$ cat config.mk
export PLATFORM = sky130hd
export DESIGN_NAME = if_digitizer_config_regs
export DESIGN_NICKNAME = d
export VERILOG_FILES = /design/src/verilog/reg_word_store.v /design/src/verilog/if_digitizer_config_regs.v
export VERILOG_INCLUDE_DIRS = /design/src /design/src/verilog
export SDC_FILE = /design/constraint.sdc
export NUM_CORES = 1
export LEC_CHECK = 0
export BUFFER_PORTS_ARGS = -buffer_cell sky130_fd_sc_hd__clkbuf_2
export CAP_MARGIN = 20
export CORE_MARGIN = 3
export CORE_UTILIZATION = 50
export CTS_BUF_LIST = sky130_fd_sc_hd__clkbuf_4 sky130_fd_sc_hd__clkbuf_8
export CTS_CLUSTER_SIZE = 8
export DETAILED_ROUTE_END_ITERATION = 8
export PLACE_DENSITY = 0.66
export SYNTH_ARGS = -nofsm -noshare
export SYNTH_HDL_FRONTEND = slang
export SYNTH_HIERARCHICAL = 1
export SYNTH_SLANG_ARGS = --single-unit
$ cat constraint.sdc
create_clock -name core_clk -period 8.5 [get_ports core_clk]
set_clock_uncertainty 0.1 [all_clocks]
set_input_delay 1.7 -clock core_clk [delete_from_list [all_inputs] [get_ports core_clk]]
set_output_delay 1.7 -clock core_clk [all_outputs]
set_load 0.01 [all_outputs]
$ cat src/verilog/if_digitizer_consts.vh
// Constants for the IF digitizer configuration register bank.
// Assumes inclusion by bare name from the design files.
`ifndef IF_DIGITIZER_CONSTS_VH
`define IF_DIGITIZER_CONSTS_VH

// ****************************************
// Register addresses
// ****************************************
`define ADDR_W 13
`define ADDR_STANDBY_CONTROL 13'h0000
`define ADDR_OSCILLATOR_BIAS 13'h0001
`define ADDR_FACTORY_TEST 13'h0002
`define ADDR_FRONT_PAD_ON_GAIN_HIGH 13'h0003
`define ADDR_GAIN_LOW 13'h0004
`define ADDR_GAIN_LOOP_TIMING 13'h0005
`define ADDR_GAIN_LOOP_CONTROL 13'h0006
`define ADDR_DECIMATION_SELECT 13'h0007
`define ADDR_LAST 13'h0007

// ****************************************
// Reset values and writable bit masks
// ****************************************
`define RST_STANDBY_CONTROL 8'hff
`define RST_OSCILLATOR_BIAS 8'h00
`define RST_FACTORY_TEST 8'h00
`define RST_FRONT_PAD_ON_GAIN_HIGH 8'h00
`define RST_GAIN_LOW 8'h00
`define RST_GAIN_LOOP_TIMING 8'h00
`define RST_GAIN_LOOP_CONTROL 8'h00
`define RST_DECIMATION_SELECT 8'h04
`define MASK_FULL 8'hff
`define MASK_OSCILLATOR_BIAS 8'h0f
`define MASK_DECIMATION_SELECT 8'h1f

// ****************************************
// Field positions
// ****************************************
`define OSC_BIAS_MSB 3
`define OSC_BIAS_LSB 2
`define FRONT_PAD_BIT 7
`define DIGITAL_GAIN_BIT 7
`define OVERLOAD_MSB 6
`define OVERLOAD_LSB 4
`define FAST_LOOP_BIT 3
`define DECIM_RATIO_BIT 4

// ****************************************
// Decimation bases and serial framing
// ****************************************
`define DECIM_BASE_NORMAL 10'd60
`define DECIM_BASE_ALT 10'd48
`define HDR_LAST_BIT 4'hf
`define BYTE_LAST_BIT 4'h7

`endif

$ cat src/verilog/reg_word_store.v
// Eight-word store of configuration bytes with masked writes.
// Assumes one write port and one registered read port on core_clk.
`timescale 1ns/100ps
`default_nettype none

module reg_word_store #(
  parameter WORDS = 8
) (
  input wire core_clk,
  input wire rst_b,
  input wire wr_en,
  input wire [2:0] wr_addr,
  input wire [7:0] wr_data,
  input wire [2:0] rd_addr,
  output reg [7:0] rd_data,
  output wire [8*WORDS-1:0] all_words
);
`include "if_digitizer_consts.vh"

  // ****************************************
  // Per-word reset value and mask
  // ****************************************
  function [7:0] reset_value;
    input integer idx;
    begin
      case (idx)
        0: reset_value = `RST_STANDBY_CONTROL;
        1: reset_value = `RST_OSCILLATOR_BIAS;
        2: reset_value = `RST_FACTORY_TEST;
        3: reset_value = `RST_FRONT_PAD_ON_GAIN_HIGH;
        4: reset_value = `RST_GAIN_LOW;
        5: reset_value = `RST_GAIN_LOOP_TIMING;
        6: reset_value = `RST_GAIN_LOOP_CONTROL;
        7: reset_value = `RST_DECIMATION_SELECT;
        default: reset_value = 8'h00;
      endcase
    end
  endfunction

  function [7:0] write_mask;
    input integer idx;
    begin
      case (idx)
        1: write_mask = `MASK_OSCILLATOR_BIAS;
        7: write_mask = `MASK_DECIMATION_SELECT;
        default: write_mask = `MASK_FULL;
      endcase
    end
  endfunction

  // ****************************************
  // Storage words
  // ****************************************
  genvar gi;
  generate
    for (gi = 0; gi < WORDS; gi = gi + 1) begin : g_word
      localparam [2:0] WORD_IDX = gi;
      reg [7:0] word;
      always @(posedge core_clk) begin
        if (!rst_b) begin
          word <= reset_value(gi);
        end else if (wr_en && (wr_addr == WORD_IDX)) begin
          word <= wr_data & write_mask(gi);
        end
      end
      assign all_words[8*gi+7:8*gi] = word;
    end
  endgenerate

  // ****************************************
  // Registered read
  // ****************************************
  always @(posedge core_clk) begin
    if (!rst_b) begin
      rd_data <= 8'h00;
    end else begin
      rd_data <= all_words[8*rd_addr +: 8];
    end
  end

endmodule

`default_nettype wire

$ cat src/verilog/if_digitizer_config_regs.v
// Low-address configuration register bank of an IF digitizer, reached over
// a three-wire serial port.
// Assumes the serial pins are synchronous to core_clk and that each serial
// clock half period lasts at least four core_clk cycles.
//
// Summary of operation
// - Serial port writes and reads back registers
// - Standby byte at 0x00 resets to 0xff
// - Bias bits [3:2] choose oscillator current
// - Bit 7 of 0x03 inserts front attenuation
// - Fifteen-bit gain word over 0x03 and 0x04
// - Bits [7:4] of 0x05 set attack bandwidth
// - Bits [3:0] of 0x05 set decay time
// - Bit 7 of 0x06 enables digital gain stage
// - Bits [6:4] of 0x06 set overload rate
// - Bit 3 of 0x06 selects fast loop
// - Bits [2:0] of 0x06 enable and set reference
// - Decimation is 60 or 48 times M+1
// - Three pins: clock, data, select
`timescale 1ns/100ps
`default_nettype none

module if_digitizer_config_regs (
  input wire core_clk,
  input wire rst_b,
  input wire serial_clock_in,
  input wire serial_select_in,
  input wire serial_data_in,
  output reg serial_data_out,
  output reg serial_data_oe,
  output reg [7:0] sleep_bits,
  output reg [1:0] osc_bias_current,
  output reg [1:0] converter_bias_reserved,
  output reg [7:0] factory_test_bits,
  output reg front_pad_on,
  output reg [14:0] gain_word,
  output reg [3:0] attack_bw,
  output reg [3:0] decay_time,
  output reg digital_gain_stage_on,
  output reg [2:0] overload_update_rate,
  output reg fast_loop,
  output reg [2:0] loop_reference_level,
  output reg loop_enabled,
  output reg decim_ratio_alt,
  output reg [3:0] decim_m,
  output reg [9:0] decimation_factor
);
`include "if_digitizer_consts.vh"

  // ****************************************
  // States
  // ****************************************
  localparam [1:0] ST_IDLE = 2'b00;
  localparam [1:0] ST_HEADER = 2'b01;
  localparam [1:0] ST_WRITE = 2'b10;
  localparam [1:0] ST_READ = 2'b11;

  reg [1:0] state;
  reg [1:0] next_state;
  reg clk_q;
  reg [3:0] bit_cnt;
  reg [15:0] hdr_shift;
  reg [7:0] wr_shift;
  reg [7:0] rd_shift;
  reg [`ADDR_W-1:0] cur_addr;
  reg [1:0] bytes_left;
  reg wr_en;
  reg [2:0] wr_addr;
  reg [7:0] wr_data;

  wire clk_rise;
  wire clk_fall;
  wire addr_mapped;
  wire [7:0] rd_data;
  wire [63:0] words;
  wire [7:0] rd_byte;
  wire [15:0] hdr_next;
  wire [7:0] wr_next;
  wire [9:0] decim_base;
  wire [4:0] m_plus_one;
  wire [14:0] decim_product;

  // ****************************************
  // Serial clock edges
  // ****************************************
  assign clk_rise = serial_select_in & serial_clock_in & ~clk_q;
  assign clk_fall = serial_select_in & ~serial_clock_in & clk_q;

  always @(posedge core_clk) begin
    if (!rst_b) begin
      clk_q <= 1'b0;
    end else begin
      clk_q <= serial_clock_in;
    end
  end

  // ****************************************
  // Address decode
  // ****************************************
  function mapped;
    input [`ADDR_W-1:0] a;
    begin
      mapped = (a <= `ADDR_LAST);
    end
  endfunction

  assign addr_mapped = mapped(cur_addr);
  assign rd_byte = addr_mapped ? rd_data : 8'h00;
  assign hdr_next = {hdr_shift[14:0], serial_data_in};
  assign wr_next = {wr_shift[6:0], serial_data_in};

  // ****************************************
  // Frame state machine
  // ****************************************
  always @* begin
    next_state = state;
    case (state)
      ST_IDLE: begin
        if (serial_select_in) begin
          next_state = ST_HEADER;
        end
      end
      ST_HEADER: begin
        if (clk_rise && (bit_cnt == `HDR_LAST_BIT)) begin
          next_state = hdr_next[15] ? ST_READ : ST_WRITE;
        end
      end
      ST_WRITE: begin
        if (clk_rise && (bit_cnt == `BYTE_LAST_BIT) && (bytes_left == 2'b00)) begin
          next_state = ST_HEADER;
        end
      end
      ST_READ: begin
        if (clk_rise && (bit_cnt == `BYTE_LAST_BIT) && (bytes_left == 2'b00)) begin
          next_state = ST_HEADER;
        end
      end
      default: begin
        next_state = ST_IDLE;
      end
    endcase
    if (!serial_select_in) begin
      next_state = ST_IDLE;
    end
  end

  always @(posedge core_clk) begin
    if (!rst_b) begin
      state <= ST_IDLE;
    end else begin
      state <= next_state;
    end
  end

  // ****************************************
  // Shifting, counting and write strobes
  // ****************************************
  always @(posedge core_clk) begin
    if (!rst_b) begin
      bit_cnt <= 4'h0;
      hdr_shift <= 16'h0000;
      wr_shift <= 8'h00;
      cur_addr <= {`ADDR_W{1'b0}};
      bytes_left <= 2'b00;
      wr_en <= 1'b0;
      wr_addr <= 3'h0;
      wr_data <= 8'h00;
    end else begin
      wr_en <= 1'b0;
      if (!serial_select_in || state == ST_IDLE) begin
        bit_cnt <= 4'h0;
      end else if (clk_rise) begin
        case (state)
          ST_HEADER: begin
            hdr_shift <= hdr_next;
            if (bit_cnt == `HDR_LAST_BIT) begin
              bit_cnt <= 4'h0;
              bytes_left <= hdr_next[14:13];
              cur_addr <= hdr_next[`ADDR_W-1:0];
            end else begin
              bit_cnt <= bit_cnt + 4'h1;
            end
          end
          ST_WRITE: begin
            wr_shift <= wr_next;
            if (bit_cnt == `BYTE_LAST_BIT) begin
              bit_cnt <= 4'h0;
              wr_en <= addr_mapped;
              wr_addr <= cur_addr[2:0];
              wr_data <= wr_next;
              cur_addr <= cur_addr + {{(`ADDR_W-1){1'b0}}, 1'b1};
              bytes_left <= bytes_left - 2'b01;
            end else begin
              bit_cnt <= bit_cnt + 4'h1;
            end
          end
          ST_READ: begin
            if (bit_cnt == `BYTE_LAST_BIT) begin
              bit_cnt <= 4'h0;
              cur_addr <= cur_addr + {{(`ADDR_W-1){1'b0}}, 1'b1};
              bytes_left <= bytes_left - 2'b01;
            end else begin
              bit_cnt <= bit_cnt + 4'h1;
            end
          end
          default: begin
            bit_cnt <= 4'h0;
          end
        endcase
      end
    end
  end

  // ****************************************
  // Read data onto the shared data line
  // ****************************************
  always @(posedge core_clk) begin
    if (!rst_b) begin
      rd_shift <= 8'h00;
      serial_data_out <= 1'b0;
      serial_data_oe <= 1'b0;
    end else begin
      serial_data_oe <= serial_select_in && (state == ST_READ);
      if (state != ST_READ) begin
        serial_data_out <= 1'b0;
      end else if (clk_fall) begin
        if (bit_cnt == 4'h0) begin
          rd_shift <= {rd_byte[6:0], 1'b0};
          serial_data_out <= rd_byte[7];
        end else begin
          rd_shift <= {rd_shift[6:0], 1'b0};
          serial_data_out <= rd_shift[7];
        end
      end
    end
  end

  // ****************************************
  // Register storage
  // ****************************************
  reg_word_store #(
    .WORDS(8)
  ) u_store (
    .core_clk(core_clk),
    .rst_b(rst_b),
    .wr_en(wr_en),
    .wr_addr(wr_addr),
    .wr_data(wr_data),
    .rd_addr(cur_addr[2:0]),
    .rd_data(rd_data),
    .all_words(words)
  );

  // ****************************************
  // Decimation factor
  // ****************************************
  assign decim_base = words[8*7+`DECIM_RATIO_BIT] ? `DECIM_BASE_ALT : `DECIM_BASE_NORMAL;
  assign m_plus_one = {1'b0, words[8*7+3:8*7]} + 5'h01;
  assign decim_product = {5'h00, decim_base} * {10'h000, m_plus_one};

  // ****************************************
  // Power control output
  // ****************************************
  always @(posedge core_clk) begin
    if (!rst_b) begin
      sleep_bits <= `RST_STANDBY_CONTROL;
    end else begin
      sleep_bits <= words[7:0];
    end
  end

  // ****************************************
  // Bias and test outputs
  // ****************************************
  always @(posedge core_clk) begin
    if (!rst_b) begin
      osc_bias_current <= 2'b00;
      converter_bias_reserved <= 2'b00;
      factory_test_bits <= `RST_FACTORY_TEST;
    end else begin
      osc_bias_current <= words[8+`OSC_BIAS_MSB:8+`OSC_BIAS_LSB];
      converter_bias_reserved <= words[9:8];
      factory_test_bits <= words[23:16];
    end
  end

  // ****************************************
  // Attenuator and gain word outputs
  // ****************************************
  always @(posedge core_clk) begin
    if (!rst_b) begin
      front_pad_on <= 1'b0;
      gain_word <= 15'h0000;
    end else begin
      front_pad_on <= words[24+`FRONT_PAD_BIT];
      gain_word <= {words[30:24], words[39:32]};
    end
  end

  // ****************************************
  // Gain loop outputs
  // ****************************************
  always @(posedge core_clk) begin
    if (!rst_b) begin
      attack_bw <= 4'h0;
      decay_time <= 4'h0;
      digital_gain_stage_on <= 1'b0;
      overload_update_rate <= 3'h0;
      fast_loop <= 1'b0;
      loop_reference_level <= 3'h0;
      loop_enabled <= 1'b0;
    end else begin
      attack_bw <= words[47:44];
      decay_time <= words[43:40];
      digital_gain_stage_on <= words[48+`DIGITAL_GAIN_BIT];
      overload_update_rate <= words[48+`OVERLOAD_MSB:48+`OVERLOAD_LSB];
      fast_loop <= words[48+`FAST_LOOP_BIT];
      loop_reference_level <= words[50:48];
      loop_enabled <= (words[50:48] != 3'h0);
    end
  end

  // ****************************************
  // Decimation outputs
  // ****************************************
  always @(posedge core_clk) begin
    if (!rst_b) begin
      decim_ratio_alt <= 1'b0;
      decim_m <= 4'h4;
      decimation_factor <= 10'd300;
    end else begin
      decim_ratio_alt <= words[8*7+`DECIM_RATIO_BIT];
      decim_m <= words[59:56];
      decimation_factor <= decim_product[9:0];
    end
  end

endmodule

`default_nettype wire

# Word-level counts from Yosys, hierarchy flattened

Index checks and enable logic that the tools add are counted.

Register bits after elaboration: 199
Input port bits: 5
Output and inout port bits: 70
Logic and storage cells: 122

$add $sub $neg: 4
$mul: 1
Magnitude comparators: 1
Eq/ne operators: 17
Shifts and indexed selects: 1
Muxes and demuxes: 17
Bitwise gates (word level): 12
Reductions and logical operators: 31

Operators by type and width:

| cell                                                 | count |
|---|---|
| indexed part select 64 x 7 -> 8 bit                  | 1 |
| 2-to-1 mux 13 bit                                    | 2 |
| case mux 13 bit (2 select lines)                     | 1 |
| 2-to-1 mux 8 bit                                     | 2 |
| adder 13 x 1 -> 13 bit, second input constant        | 1 |
| <= comparator 13 x 3 -> 1 bit, second input constant | 1 |
| equality test 3 bit, second input constant           | 4 |
| logical AND 1 bit                                    | 12 |
| 2-to-1 mux 4 bit                                     | 3 |
| multiplier 6 x 5 -> 10 bit                           | 1 |
| 2-to-1 mux 2 bit                                     | 4 |
| inverter 1 bit                                       | 8 |
| case mux 4 bit (2 select lines)                      | 1 |
| equality test 3 x 2 -> 1 bit, second input constant  | 2 |
| != test 2 bit, second input constant                 | 3 |
| case mux 2 bit (3 select lines)                      | 1 |
| AND reduction 2 bit                                  | 3 |
| AND reduction 3 bit                                  | 2 |
| OR reduction 2 bit                                   | 3 |
| adder 4 x 1 -> 5 bit, second input constant          | 1 |
| AND reduction 5 bit                                  | 1 |
| OR reduction 5 bit                                   | 1 |
| adder 4 x 1 -> 4 bit, second input constant          | 1 |
| bitwise AND 1 bit                                    | 4 |
| other kinds (17)                                     | 21 |

# Longest topological paths before layout

Depth in word-level cells: 6
Mapped depth: 14
Mapped depth without buffers: 14

# Cells and area by module

The synthesis kept the hierarchy.

Modules (own cells, without submodules):

| module                   | times used | cells each | area each (sq um) | sequential area each (sq um) |
|---|---|---|---|---|
| if_digitizer_config_regs | 1          | 559        | 5303.8            | 2622.5 |
| reg_word_store           | 1          | 303        | 2852.7            | 1301.2 |

# Worst setup path before layout

OpenSTA, ideal clock, no wires.

Path type: register to register
Start: register u_store.g_word[7].word[0]
End: register decimation_factor[9]
Data arrival time: 3.164 ns
Setup slack: 5.165 ns
Stages on the path, launching flop included: 14
Path buffers: 0
Cells stage by stage: dfxtp_1 -> nand3_1 -> xor2_1 -> nor2_1 -> fa_1 -> inv_1 -> fa_1 -> inv_1 -> ha_1 -> ha_1 -> o21ai_0 -> o21ai_0 -> a21oi_1 -> mux2i_1

Cells in the longest elaborated chain, start to end: 2

Ends and longest elaborated chain:

| what                       | RTL line                       | RTL |
|---|---|---|
| start, declared            | reg_word_store.v:58            | `reg [7:0] word;` |
| start signal, assigned     | reg_word_store.v:61            | `word <= reset_value(gi);` |
| start signal, assigned     | reg_word_store.v:63            | `word <= wr_data & write_mask(gi);` |
| adder 4 x 1 -> 5 bit       | if_digitizer_config_regs.v:258 | `assign m_plus_one = {1'b0, words[8*7+3:8*7]} + 5'h01;` |
| multiplier 6 x 5 -> 10 bit | if_digitizer_config_regs.v:259 | `assign decim_product = {5'h00, decim_base} * {10'h000, m_plus_one};` |
| end signal, assigned       | if_digitizer_config_regs.v:334 | `decimation_factor <= decim_product[9:0];` |
| end, declared              | if_digitizer_config_regs.v:46  | `output reg [9:0] decimation_factor` |

Every way passes these cells.
A chain may end at the register's enable or synchronous reset.

# Final worst setup path

Start: register u_store.g_word[7].word[0]
End: register decimation_factor[8]

The elaborated chain is that of the path after synthesis.

==> summary.txt <==
Global routing
  • Initial antenna violation count: 0
  • First-pass GRT wire length: 29.9 mm
  • Vias in the first global route: 5,901
  • GR Util All Layers: 20.6%
  • Final global-route overflow total: 0
  • Largest net degree at the start of global routing: 63

Worst setup path
  • Nature of the critical path endpoint: flop
  • Worst Path Max Fanout: 6
  • Reg2Reg Depth: 13
  • Worst path arrival time: 3.88 ns
  • CP bufs+invs: 2
  • CP Cell Sequence: nand3_1 -> xor2_1 -> nor2_1 -> fa_1 -> inv_1 -> fa_1 -> inv_1 -> ha_1 -> ha_1 -> nor2b_1 -> o21ai_0 -> nor3b_1 -> o21ai_0
  • RR Endpoint: decimation_factor[8]$_SDFF_PN1_
  • R2R setup slack: 4.84 ns
  • Crit path max-delay cell type: fa_1
  • CP top delay family: adder cells
  • CP peak stage delay: 0.54 ns
  • CP Launch Type: flop
  • Worst Path Required: 8.71 ns
  • Critical path class: flop to flop
  • FF-to-FF Start: u_store/g_word[7].word[0]$_SDFFE_PN0P_

Run
  • Max cap viols: 0

Clocking
  • Clk buf depth: 2
  • TritonCTS clock tree: yes
  • Clock slew at reported path FFs: 0.09 ns
  • Clk_lat worst skew: 0.47 ns
  • Num CTS Buffers: 17
  • # resized after CTS: 0
  • Setup bufs post-CTS: 0
  • Root Buffer: clkbuf_8
  • CTS Hold Bufs: 0
  • Htree depth: 4
  • Clock Sinks: 196

Drt
  • Routed WL: 17.9 mm
  • DR pass1 iterations: 7
  • Vias/cell: 5.53
  • DRC viols: 0
  • Initial DRC Count: 438
  • Vias: 6,156
  • Per-cell routed wire length: 16.1 microns
  • DRT antenna net count: 0

Pwr
  • Leak pwr: 0.00336 uW
  • Internal cell power: 1180 uW
  • Switching share of total power: 22.5%
  • Clk pwr share: 37.6%
  • Psw: 341 uW
  • Comb power frac: 1.6%
  • Power Density: 172 mW/mm^2
  • Worst VDD drop: 112 uV
  • Sequential Power Share: 60.8%

Timing
  • Fmax: 273 MHz
  • Worst slew margin: 25.4%
  • RSZ-0062 raised after global routing: no
  • Worst slew pin tran: 1.12 ns
  • Post-layout min period: 3.66 ns
  • Final setup fails: 0
  • Hold Slack: 0.361 ns
  • Fin Setup TNS: 0 ns
  • Fin. Hold Viols: 0
  • Final Max Tran Viols: 0
  • Tcrit/Tclk final: 43.1%

Placed design
  • DPL Wire Length: 12.3 mm
  • Global placement routability congestion: 0.803
  • I/O Buffers: 72

Floorplanning
  • Die H: 133 microns
  • Initial Util: 52.1%
  • Top Ports: 75
  • Chip width: 133 microns
  • Die area: 0.0178 sq mm
  • Core Box Area: 0.0155 sq mm
  • Row count: 45

Layout
  • Layout cell share with drive strength beyond 1: 13.7%
  • Area Overhead vs Synth: 8.87%
  • Register area: 0.00392 sq mm
  • Filler Cell Count: 1,439
  • Final net count: 923
  • Multi-input gate area: 0.00376 sq mm
  • # diodes: 0

Yosys
  • Synth warn: 6
  • Mapped Avg Cell Area: 9.49 sq um
  • Netlist Area Pre-Place: 0.00810 sq mm
  • Post-Syn Instances: 854

Worst hold path
  • HP Start: hdr_shift[14]$_SDFFE_PN0P_
  • Hold crit path type: flop to flop
  • Hold Path Stages: 2
  • WHS Endpoint: hdr_shift[14]$_SDFFE_PN0P_

Outcome
  • Status: complete, no violations
## state kept, by name, summed over array words and instances (netlist names), 3 cells and up
name,cells
attack_bw,4
wr_addr,3
u_store/rd_data,8
sleep_bits,8
u_store/g_word.word,57
decim_m,4
factory_test_bits,8
decay_time,4
gain_word,15
rd_shift,7
overload_update_rate,3
hdr_shift,15
loop_reference_level,3
wr_shift,7
wr_data,8
decimation_factor,8
bit_cnt,4
cur_addr,13
## layout by cell type, fill, tap and decap left out, drive strengths merged, types with 3 or more instances in the layout
cell / instances
a211oi: 4
a21oi: 56
a31oi: 11
and2: 50
and3: 9
and4b: 3
buf: 6
clkbuf: 92
clkinv: 4
dfxtp: 196
fa: 5
ha: 21
inv: 30
mux2i: 58
mux4: 9
nand2: 123
nand2b: 16
nand3: 32
nand3b: 3
nand4: 8
nand4b: 4
nor2: 64
nor2b: 3
nor3: 7
nor4: 11
o211ai: 6
o21ai: 22
o221ai: 6
or3: 5
xnor2: 4
## metrics by stage
stage | std cells | instance area, sq um | setup slack (ns) | utilization [%] | power [uW]
global placement | 1083 | 8450 | 4.79 | 54.4 | 967
global route | 1114 | 8820 | 4.44 | 56.7 | 1570
CTS | 1113 | 8810 | 4.81 | 56.7 | 1530
floorplan | 855 | 8100 | 5.16 | - | 961
detailed placement | 1083 | 8450 | 4.65 | 54.4 | 968
finish | 1114 | 8820 | 4.84 | 56.7 | 1520
## how the worst max path moves through the flow
stage,startpoint,endpoint,slack [ns],depth (start not counted)
finish,u_store/g_word[7].word[0]$_SDFFE_PN0P_,decimation_factor[8]$_SDFF_PN1_,4.84,13
CTS,u_store/g_word[7].word[0]$_SDFFE_PN0P_,decimation_factor[8]$_SDFF_PN1_,4.81,13
global placement,rst_b,u_store/g_word[5].word[2]$_SDFFE_PN0P_,4.79,6
detailed placement,rst_b,u_store/g_word[3].word[3]$_SDFFE_PN0P_,4.65,6
floorplan,u_store/g_word[7].word[0]$_SDFFE_PN0P_,decimation_factor[9]$_SDFF_PN0_,5.16,13
global route,u_store/g_word[7].word[0]$_SDFFE_PN0P_,decimation_factor[9]$_SDFF_PN0_,4.44,13
## area by class of cell
class	instances	area share, %
sequential	196	44.5
multi-input combinational	572	42.6
timing repair buffer	78	4.57
clock buffer	20	3.05
tap	211	2.99
inverter	27	1.15
clock inverter	10	1.11
## routing by layer
layer	up-vias	global-route usage [%]	share of wire (%)
li1	3000	-	-
met1	2972	28.4	46
met2	163	33.0	47
met3	21	5.06	5.4
met4	0	5.14	1.2
met5	-	0	0
## worst register-to-register path, cell delays in order (launching register included)
cell and delay [ns]:
dfxtp_1 0.45, nand3_1 0.13, xor2_1 0.30, nor2_1 0.13, fa_1 0.54, inv_1 0.05, fa_1 0.49, inv_1 0.04
ha_1 0.28, ha_1 0.34, nor2b_1 0.16, o21ai_0 0.19, nor3b_1 0.20, o21ai_0 0.10
## power by group through the flow
stage	combinational [uW]	clock (uW)	sequential, uW
after floorplan	19.1	0	942
after global placement	23.4	0	943
after global routing	26.8	622	922
final	24.2	570	922
after detailed placement	24.3	0	943
after CTS	24.1	582	922
Power figures use the tool's default switching activity.
